## src/pkg/usb_regs_map.svh

```systemverilog
// Register offsets, field positions and reset values for the USB device register bank.
`ifndef USB_REGS_MAP_SVH
`define USB_REGS_MAP_SVH
`define OFS_EVENT_FLAGS 8'h00
`define OFS_INTERRUPT_MASK 8'h04
`define OFS_BUFFER_READY 8'h08
`define OFS_TEST_MODE 8'h0c
`define BIT_MASTER_EN 0
`define BIT_USB_RESET 8
`define BIT_SUSPEND 9
`define IRQ_SOURCE_MASK 32'hffff_fffe
`define BIT_DISCONNECT 10
`define BIT_EP0_RX 11
`define BIT_EP0_TX 12
`define BIT_SETUP 13
`define BIT_SOF 14
`define BIT_HIGH_SPEED 15
`define BIT_BUF2_LO 16
`define BIT_UNUSED 23
`define BIT_BUF1_LO 24
`define BIT_EP0_BUF 31
`define INT_MASK_WMASK 32'hff7f_ff01
`define BUF_READY_WMASK 32'hff7f_0000
`define TEST_MODE_LSB 29
`define RESET_WORD 32'h0000_0000
`endif

```

## src/pkg/usb_regs_pkg.sv

```systemverilog
// Types shared by the USB device register bank.
package usb_regs_pkg;
    typedef enum logic [2:0] {
        TM_NORMAL = 3'h0,
        TM_TEST_J = 3'h1,
        TM_TEST_K = 3'h2,
        TM_TEST_NAK = 3'h3,
        TM_TEST_PACKET = 3'h4
    } test_mode_e;
    typedef enum logic [1:0] {
        BUS_IDLE = 2'h1,
        BUS_ACK = 2'h2
    } bus_state_e;
endpackage

```

## src/rtl/sync_bits.sv

```systemverilog
// Two-stage synchroniser for a vector of pin-level inputs.
`timescale 1ns/1ps
module sync_bits #(
    parameter int WIDTH = 8
) (
    input wire logic clk, // Clock.
    input wire logic arst_n, // Async reset, active low.
    input wire logic [WIDTH-1:0] async_in, // Unsynchronised levels.
    output logic [WIDTH-1:0] sync_out // Synchronised levels.
);
    logic [WIDTH-1:0] stage1;
    logic [WIDTH-1:0] next_stage1;
    logic [WIDTH-1:0] next_sync_out;

    always_comb begin
        next_stage1 = async_in;
        next_sync_out = stage1;
    end

    always_ff @(posedge clk or negedge arst_n) begin
        if (!arst_n) begin
            stage1 <= '0;
            sync_out <= '0;
        end else begin
            stage1 <= next_stage1;
            sync_out <= next_sync_out;
        end
    end
endmodule

```

## src/rtl/usb_device_irq_bufready_testmode_regs.sv

```systemverilog
// Interrupt mask, event flags, buffer-ready handshake and test-mode registers of the USB device core.
`timescale 1ns/1ps
`include "usb_regs_map.svh"
// Overview of operation
// - Mask bit 10 lets cable disconnect raise the interrupt.
// - Mask bit 11 lets an endpoint zero data reception raise the interrupt.
// - Mask bit 12 lets an endpoint zero transmit completion raise the interrupt.
// - Mask bit 13 lets a received setup packet raise the interrupt.
// - Mask bit 14 lets each start-of-frame raise the interrupt.
// - Mask bit 15 raises the interrupt while running at high speed.
// - Mask bits 16-22 gate second-buffer completions of endpoints 7..1; bit 23 unused.
// - Mask bits 24-30 gate first-buffer completions 7..1; bit 31 endpoint zero buffer.
// - A buffer whose ready bit is zero answers IN or OUT with NAK.
// - Endpoint direction bit decides whether a ready buffer transmits or receives.
// - Ready register: bits 16-22 second buffers, 24-31 first buffers, rest read zero.
// - Endpoint zero has a single buffer serving both directions.
// - Test-mode field bits 29-31: normal, J, K, NAK, packet.
// - Reading the setup packet from buffer memory clears the setup flag.
// - Mask bit 0 is a master gate over every interrupt source.
// - Event flags clear on read; the interrupt drops once its flag clears.
// - After the host accepts IN data the ready bit of that buffer clears.
// - OUT to a busy buffer gets NAK; a free buffer stores and acknowledges.
module usb_device_irq_bufready_testmode_regs #(
    parameter int EP_COUNT = 8
) (
    input wire logic clk, // Bus clock, 100 MHz.
    input wire logic arst_n, // Async reset, active low.
    input wire logic bus_select, // Slave select, held for the whole access.
    input wire logic bus_rnw, // One for read, zero for write.
    input wire logic [7:0] bus_addr, // Byte address of the register.
    input wire logic [31:0] bus_wdata, // Write data.
    output logic [31:0] bus_rdata, // Read data, zero outside an answer.
    output logic bus_ack, // One-cycle transfer acknowledge.
    input wire logic line_disconnect, // Cable unplugged level from the PHY side.
    input wire logic line_high_speed, // High speed operation level.
    input wire logic line_reset, // Bus reset level.
    input wire logic line_suspend, // Suspend level.
    input wire logic ep0_rx_done, // Pulse: endpoint zero data packet received.
    input wire logic ep0_tx_done, // Pulse: endpoint zero data packet sent.
    input wire logic setup_rx, // Pulse: setup packet received.
    input wire logic sof_rx, // Pulse: start-of-frame received.
    input wire logic setup_read, // Pulse: firmware read the setup bytes from buffer memory.
    input wire logic [EP_COUNT-1:0] buf1_done, // Pulses: first buffer complete, per endpoint.
    input wire logic [EP_COUNT-1:0] buf2_done, // Pulses: second buffer complete, endpoint 0 unused.
    input wire logic [EP_COUNT-1:0] endpoint_direction, // Per endpoint, one for IN.
    input wire logic [EP_COUNT-1:0] token_valid, // Per endpoint: a host token targets it now.
    input wire logic [EP_COUNT-1:0] token_buf2, // Per endpoint: token aims at the second buffer.
    output logic [EP_COUNT-1:0] token_nak, // Per endpoint: answer the token with NAK.
    output logic [EP_COUNT-1:0] token_tx, // Per endpoint: ready buffer transmits.
    output logic [EP_COUNT-1:0] token_rx, // Per endpoint: ready buffer receives.
    output usb_regs_pkg::test_mode_e test_mode, // Selected test mode.
    output logic irq // Level interrupt request.
);
    logic [3:0] lines_sync;
    logic [31:0] interrupt_mask;
    logic [31:0] event_flags;
    logic [31:0] buffer_ready_flags;
    logic [31:0] next_interrupt_mask;
    logic [31:0] next_event_flags;
    logic [31:0] next_buffer_ready_flags;
    usb_regs_pkg::test_mode_e next_test_mode;
    usb_regs_pkg::bus_state_e bus_state;
    usb_regs_pkg::bus_state_e next_bus_state;
    logic [31:0] next_bus_rdata;
    logic next_irq;
    logic take;
    logic take_read;
    logic take_write;
    logic write_mask;
    logic write_ready;
    logic write_mode;
    logic read_flags;
    logic [2:0] mode_code;
    logic [31:0] pending;
    logic [31:0] ev_set;
    logic [31:0] ev_clr;
    logic [31:0] br_clr;
    logic [31:0] rd_word;

    // Synchronised bit order: 0 disconnect, 1 high speed, 2 bus reset, 3 suspend.
    sync_bits #(.WIDTH(4)) u_sync (
        .clk(clk),
        .arst_n(arst_n),
        .async_in({line_suspend, line_reset, line_high_speed, line_disconnect}),
        .sync_out(lines_sync)
    );

    // An access is taken only from idle, so a select still held in the ack cycle is not taken twice.
    assign take = bus_select && (bus_state == usb_regs_pkg::BUS_IDLE);
    assign take_read = take && bus_rnw;
    assign take_write = take && !bus_rnw;

    // Completion events mapped onto flag positions; endpoint n sits at high bit minus n.
    always_comb begin
        ev_set = '0;
        ev_set[`BIT_USB_RESET] = lines_sync[2];
        ev_set[`BIT_SUSPEND] = lines_sync[3];
        ev_set[`BIT_DISCONNECT] = lines_sync[0];
        ev_set[`BIT_EP0_RX] = ep0_rx_done;
        ev_set[`BIT_EP0_TX] = ep0_tx_done;
        ev_set[`BIT_SETUP] = setup_rx;
        ev_set[`BIT_SOF] = sof_rx;
        ev_set[`BIT_HIGH_SPEED] = lines_sync[1];
        ev_set[`BIT_EP0_BUF] = buf1_done[0];
        br_clr = '0;
        br_clr[`BIT_EP0_BUF] = buf1_done[0] && endpoint_direction[0];
    end

    // Flags of endpoints 1 and up built by one loop so the bit order cannot drift.
    logic [31:0] ep_set;
    logic [31:0] ep_clr;
    always_comb begin
        ep_set = ev_set;
        ep_clr = br_clr;
        for (int e = 1; e < EP_COUNT; e++) begin
            ep_set[`BIT_UNUSED - e] = buf2_done[e];
            ep_set[`BIT_EP0_BUF - e] = buf1_done[e];
            ep_clr[`BIT_UNUSED - e] = buf2_done[e] && endpoint_direction[e];
            ep_clr[`BIT_EP0_BUF - e] = buf1_done[e] && endpoint_direction[e];
        end
    end

    // Token answers per endpoint; endpoint zero has no second buffer, so its buffer select is ignored.
    for (genvar e = 0; e < EP_COUNT; e++) begin : g_ep
        logic rdy_first;
        logic rdy;
        assign rdy_first = buffer_ready_flags[`BIT_EP0_BUF - e];
        if (e == 0) begin : g_single
            assign rdy = rdy_first;
        end else begin : g_pair
            logic rdy_second;
            assign rdy_second = buffer_ready_flags[`BIT_UNUSED - e];
            assign rdy = token_buf2[e] ? rdy_second : rdy_first;
        end
        assign token_nak[e] = token_valid[e] && !rdy;
        assign token_tx[e] = token_valid[e] && rdy && endpoint_direction[e];
        assign token_rx[e] = token_valid[e] && rdy && !endpoint_direction[e];
    end

    // Unmapped offsets read zero, and reserved bits of mapped registers read zero as well.
    always_comb begin
        rd_word = '0;
        unique case (bus_addr)
            `OFS_EVENT_FLAGS: rd_word = event_flags;
            `OFS_INTERRUPT_MASK: rd_word = interrupt_mask;
            `OFS_BUFFER_READY: rd_word = buffer_ready_flags & `BUF_READY_WMASK;
            `OFS_TEST_MODE: rd_word = {test_mode, 29'h0};
            default: rd_word = '0;
        endcase
    end

    // Bus handshake: one answer cycle after every taken access, read data only inside it.
    always_comb begin
        next_bus_state = usb_regs_pkg::BUS_IDLE;
        next_bus_rdata = `RESET_WORD;
        if (take) begin
            next_bus_state = usb_regs_pkg::BUS_ACK;
        end
        if (take_read) begin
            next_bus_rdata = rd_word;
        end
    end

    always_ff @(posedge clk or negedge arst_n) begin
        if (!arst_n) begin
            bus_state <= usb_regs_pkg::BUS_IDLE;
            bus_rdata <= `RESET_WORD;
        end else begin
            bus_state <= next_bus_state;
            bus_rdata <= next_bus_rdata;
        end
    end

    assign bus_ack = (bus_state == usb_regs_pkg::BUS_ACK);

    assign write_mask = take_write && (bus_addr == `OFS_INTERRUPT_MASK);
    assign write_ready = take_write && (bus_addr == `OFS_BUFFER_READY);
    assign write_mode = take_write && (bus_addr == `OFS_TEST_MODE);
    assign read_flags = take_read && (bus_addr == `OFS_EVENT_FLAGS);

    always_comb begin
        next_interrupt_mask = interrupt_mask;
        if (write_mask) begin
            next_interrupt_mask = bus_wdata & `INT_MASK_WMASK;
        end
    end

    always_ff @(posedge clk or negedge arst_n) begin
        if (!arst_n) begin
            interrupt_mask <= `RESET_WORD;
        end else begin
            interrupt_mask <= next_interrupt_mask;
        end
    end

    always_comb begin
        ev_clr = '0;
        if (read_flags) begin
            ev_clr = event_flags;
        end
        if (setup_read) begin
            ev_clr[`BIT_SETUP] = 1'b1;
        end
        // Set wins over clear so an event landing on the read is kept for the next read.
        next_event_flags = (event_flags & ~ev_clr) | ep_set;
    end

    always_ff @(posedge clk or negedge arst_n) begin
        if (!arst_n) begin
            event_flags <= `RESET_WORD;
        end else begin
            event_flags <= next_event_flags;
        end
    end

    always_comb begin
        next_buffer_ready_flags = buffer_ready_flags & ~ep_clr;
        // A firmware write in the same cycle wins, so a buffer refilled at once is not lost.
        if (write_ready) begin
            next_buffer_ready_flags = bus_wdata & `BUF_READY_WMASK;
        end
    end

    always_ff @(posedge clk or negedge arst_n) begin
        if (!arst_n) begin
            buffer_ready_flags <= `RESET_WORD;
        end else begin
            buffer_ready_flags <= next_buffer_ready_flags;
        end
    end

    // Codes above the last defined mode are ignored, so the field never holds an illegal mode.
    assign mode_code = bus_wdata[31:`TEST_MODE_LSB];

    always_comb begin
        next_test_mode = test_mode;
        if (write_mode) begin
            unique case (mode_code)
                3'h0, 3'h1, 3'h2, 3'h3, 3'h4: begin
                    next_test_mode = usb_regs_pkg::test_mode_e'(mode_code);
                end
                default: begin
                    next_test_mode = test_mode;
                end
            endcase
        end
    end

    always_ff @(posedge clk or negedge arst_n) begin
        if (!arst_n) begin
            test_mode <= usb_regs_pkg::TM_NORMAL;
        end else begin
            test_mode <= next_test_mode;
        end
    end

    // The request is registered, so it follows the flags by one cycle and never glitches.
    always_comb begin
        pending = event_flags & interrupt_mask & `IRQ_SOURCE_MASK;
        next_irq = interrupt_mask[`BIT_MASTER_EN] && (|pending);
    end

    always_ff @(posedge clk or negedge arst_n) begin
        if (!arst_n) begin
            irq <= 1'b0;
        end else begin
            irq <= next_irq;
        end
    end
endmodule

```

## config.mk

```make
export PLATFORM = sky130hd
export DESIGN_NAME = usb_device_irq_bufready_testmode_regs
export DESIGN_NICKNAME = d
export VERILOG_FILES = /design/src/pkg/usb_regs_pkg.sv /design/src/rtl/sync_bits.sv /design/src/rtl/usb_device_irq_bufready_testmode_regs.sv
export VERILOG_INCLUDE_DIRS = /design/src /design/src/pkg
export SDC_FILE = /design/constraint.sdc
export NUM_CORES = 1
export LEC_CHECK = 0
export BUFFER_PORTS_ARGS = -buffer_cell sky130_fd_sc_hd__buf_2
export CAP_MARGIN = 40
export CORE_MARGIN = 2
export CORE_UTILIZATION = 35
export DETAILED_ROUTE_END_ITERATION = 16
export GPL_TIMING_DRIVEN = 0
export REMOVE_ABC_BUFFERS = 1
export SETUP_SLACK_MARGIN = 0.2
export SKIP_CTS_REPAIR_TIMING = 1
export SYNTH_ARGS = -nofsm -noshare
export SYNTH_HDL_FRONTEND = slang
export SYNTH_SLANG_ARGS = --single-unit
```

## constraint.sdc

```tcl
create_clock -name clk -period 2.3 [get_ports clk]
set_input_delay 0.115 -clock clk [delete_from_list [all_inputs] [get_ports clk]]
set_output_delay 0.115 -clock clk [all_outputs]
set_load 0.01 [all_outputs]
```

==> flow_summary.json <==
{
  "cts_tree": "built",
  "placementRows": 43,
  "fin_worst_skew_ns": 0.00552,
  "crit_start": "bus_state[0]",
  "synth_ff_type": "dfrtp_1",
  "hp-class": "input port to register",
  "yosysTopAreaCell": "dfrtp_1",
  "antenna_cells": 0,
  "finalHoldViolCount": 0,
  "antenna_found_initial": 0,
  "n_fill_cell": 1234,
  "cts_buffers": 17,
  "ys_ff_latch": 117,
  "grt_pass1_wl_mm": 20.1,
  "slew_viol_final": 0,
  "clock_sinks": 117,
  "placed_cell_area_um2": 5880,
  "route.detailed.drc": 0,
  "slew_headroom_pct": 51.0,
  "stdcell_area_um2": 6950,
  "hpwl_mm": 9.30,
  "gp_congestion": 0.772,
  "hold_depth": 2,
  "synth_edf_count": 0,
  "synth_cell_types": 41,
  "postSynthAreaPerCell_um2": 11.5,
  "worstSetupPathType": "register to register",
  "syn2layout_area_growth_pct": 43.1,
  "status": "complete, no violations",
  "hp-start": "bus_wdata[31]",
  "cp.required_ns": 2.59,
  "initial_core_util_pct": 35.4,
  "syn-instance-count": 422,
  "cts_buffer_depth": 2,
  "worst_slew_pin_slew_ns": 0.735,
  "period_needed_ns": 2.05,
  "grt_util_all_layers_pct": 18.1,
  "async_flop_share_pct": 100,
  "antenna_left": 0,
  "r2r-end": "event_flags[13]",
  "die_h_um": 122,
  "dieArea_um2": 14800,
  "viasPerCell": 4.82,
  "fin_crit_sh_pct": 89.1,
  "ir_drop_v": 0.000415,
  "multi_input_area_um2": 1840,
  "p_leak_nw": 3.44,
  "synthTopCellsByArea": "dfrtp_1 (60%), mux2_2 (6.3%), nand2_1 (4.1%)",
  "worstRegToRegCells": 6,
  "vias": 3953,
  "grt_max_degree": 68,
  "cts_root_buf": "clkbuf_16",
  "ctsHtreeMaxLevel": 4,
  "grt_pass1_vias": 3823,
  "clk_latency_ns": 0.41,
  "hold_path_end": "interrupt_mask[31]",
  "drive_above_1_share_pct": 36.6,
  "rsz0062_at_grt": "yes",
  "seq_area_um2": 2930,
  "finalSetupViolCount": 0,
  "worstReg2RegStart": "bus_state[0]",
  "yosysSeqAreaShare_pct": 60.3,
  "overflow": 0,
  "nets": 720,
  "yosysTopAreaCellShare_pct": 59.8,
  "clk_pin_slew_ns": 0.06,
  "crit_fanout": 23,
  "r2r_slack_ns": 0.25,
  "wl_mm": 13.0,
  "io_pins": 154,
  "cp-end-kind": "register",
  "syn_area_um2": 4860,
  "power_density_nw_per_um2": 704,
  "hold_ws_ns": 0.00434,
  "cp-start-kind": "register",
  "die_width_um": 122,
  "dr.pass1.iters": 4,
  "io_buffers": 143,
  "routedWlPerCell_um": 15.9,
  "fmax_ghz": 0.488,
  "drt_iter0_markers": 227,
  "worstPathArrival_ns": 2.34,
  "maxCapViolations": 0,
  "coreArea_um2": 13700,
  "yosys_warnings": 0
}
## through the flow
stage	worst slack [ns]	TNS (ns)	instances	power, W	util, %
6_report	0.251	0	820	0.00489	50.6
3_5_place_dp	-0.455	-18.49	739	0.00240	42.9
2_1_floorplan	-0.256	-5.92	404	0.00221	-
4_1_cts	-0.465	-12.43	771	0.00487	46.9
5_1_grt	0.177	0	820	0.00507	50.6
3_3_place_gp	-1.80	-153.93	727	0.00238	41.6
## kinds of logic after synthesis
| group | count (synthesis) | synth area share, % |
|---|---|---|
| AND/OR/NAND/NOR | 156 | 15.7 |
| flip-flops | 117 | 60.3 |
| AO/OA/AOI/OAI | 76 | 10.4 |
| multiplexers | 46 | 11.1 |
| buffers and inverters | 27 | 2.47 |
## per-layer routing
metal	wire, um	global-route usage [%]	up-vias
met5	0	0	-
met4	132	5.53	0
met3	636	4.73	10
met2	6260	28.5	117
met1	5990	24.5	1952
li1	-	-	1874
## registers in the layout, summed over array words and instances, names as in the netlist
| name | count |
|---|---|
| bus_rdata | 32 |
| event_flags | 32 |
| interrupt_mask | 24 |
| buffer_ready_flags | 15 |
| u_sync.next_sync_out | 4 |
| u_sync.sync_out | 4 |
| test_mode | 3 |
| bus_state | 2 |
| irq | 1 |
## synthesized netlist by cell type (3+ instances only)
master	number
dfrtp_1	116
nand2_1	53
nor2_1	51
mux2_2	27
a21o_1	22
a22oi_1	17
and2_1	17
a21oi_1	15
o21ai_0	15
mux2i_1	12
and3_1	9
clkbuf_1	9
inv_1	9
nor2b_1	6
buf_1	4
mux2_1	4
buf_2	3
mux4_2	3
nand3_1	3
## placed cells by master, fill, tap and decap left out, types with 4 or more instances in the layout
cell type,n
clkbuf_16,17
a22oi_1,17
a21oi_1,15
mux2i_1,12
nor2_1,51
inv_1,9
a21o_1,22
clkinv_2,4
nor2b_1,5
o21ai_0,15
nand2_1,53
buf_6,8
mux2_1,4
buf_2,142
dlygate4sd3_1,45
mux2_2,27
clkinv_4,5
and3_1,9
buf_4,7
dfrtp_1,116
and2_1,17
## final cells by class
| class | count | area share (%) |
|---|---|---|
| clock buffer | 17 | 6.12 |
| multi-input combinational | 278 | 26.5 |
| timing repair buffer | 204 | 19.6 |
| tap | 180 | 3.24 |
| sequential | 117 | 42.2 |
| clock inverter | 15 | 1.93 |
| inverter | 9 | 0.486 |
## critical path, cell delays in order, from the launching register on
cell     delay (ns)
dfstp_2        0.52
and3b_1        0.22
nand4_1        0.15
buf_6          0.19
or3_4          0.43
buf_16         0.18
a31o_2         0.24
## power breakdown
| group | switching, W | total (W) | internal [W] |
|---|---|---|---|
| Sequential | 0.0000118 | 0.00209 | 0.00208 |
| Combinational | 0.000167 | 0.000329 | 0.000162 |
| Clock | 0.000980 | 0.00247 | 0.00149 |
| Total | 0.00116 | 0.00489 | 0.00373 |
## how the worst max path moves through the flow
stage / endpoint / slack, ns / depth (start not counted)
floorplan: event_flags[13] / -0.26 / 4
global placement: buffer_ready_flags[18] / -1.80 / 4
detailed placement: interrupt_mask[20] / -0.46 / 7
CTS: event_flags[13] / -0.47 / 6
global route: interrupt_mask[26] / 0.18 / 7
finish: event_flags[13] / 0.25 / 6
(Power assumes the default switching activity.)
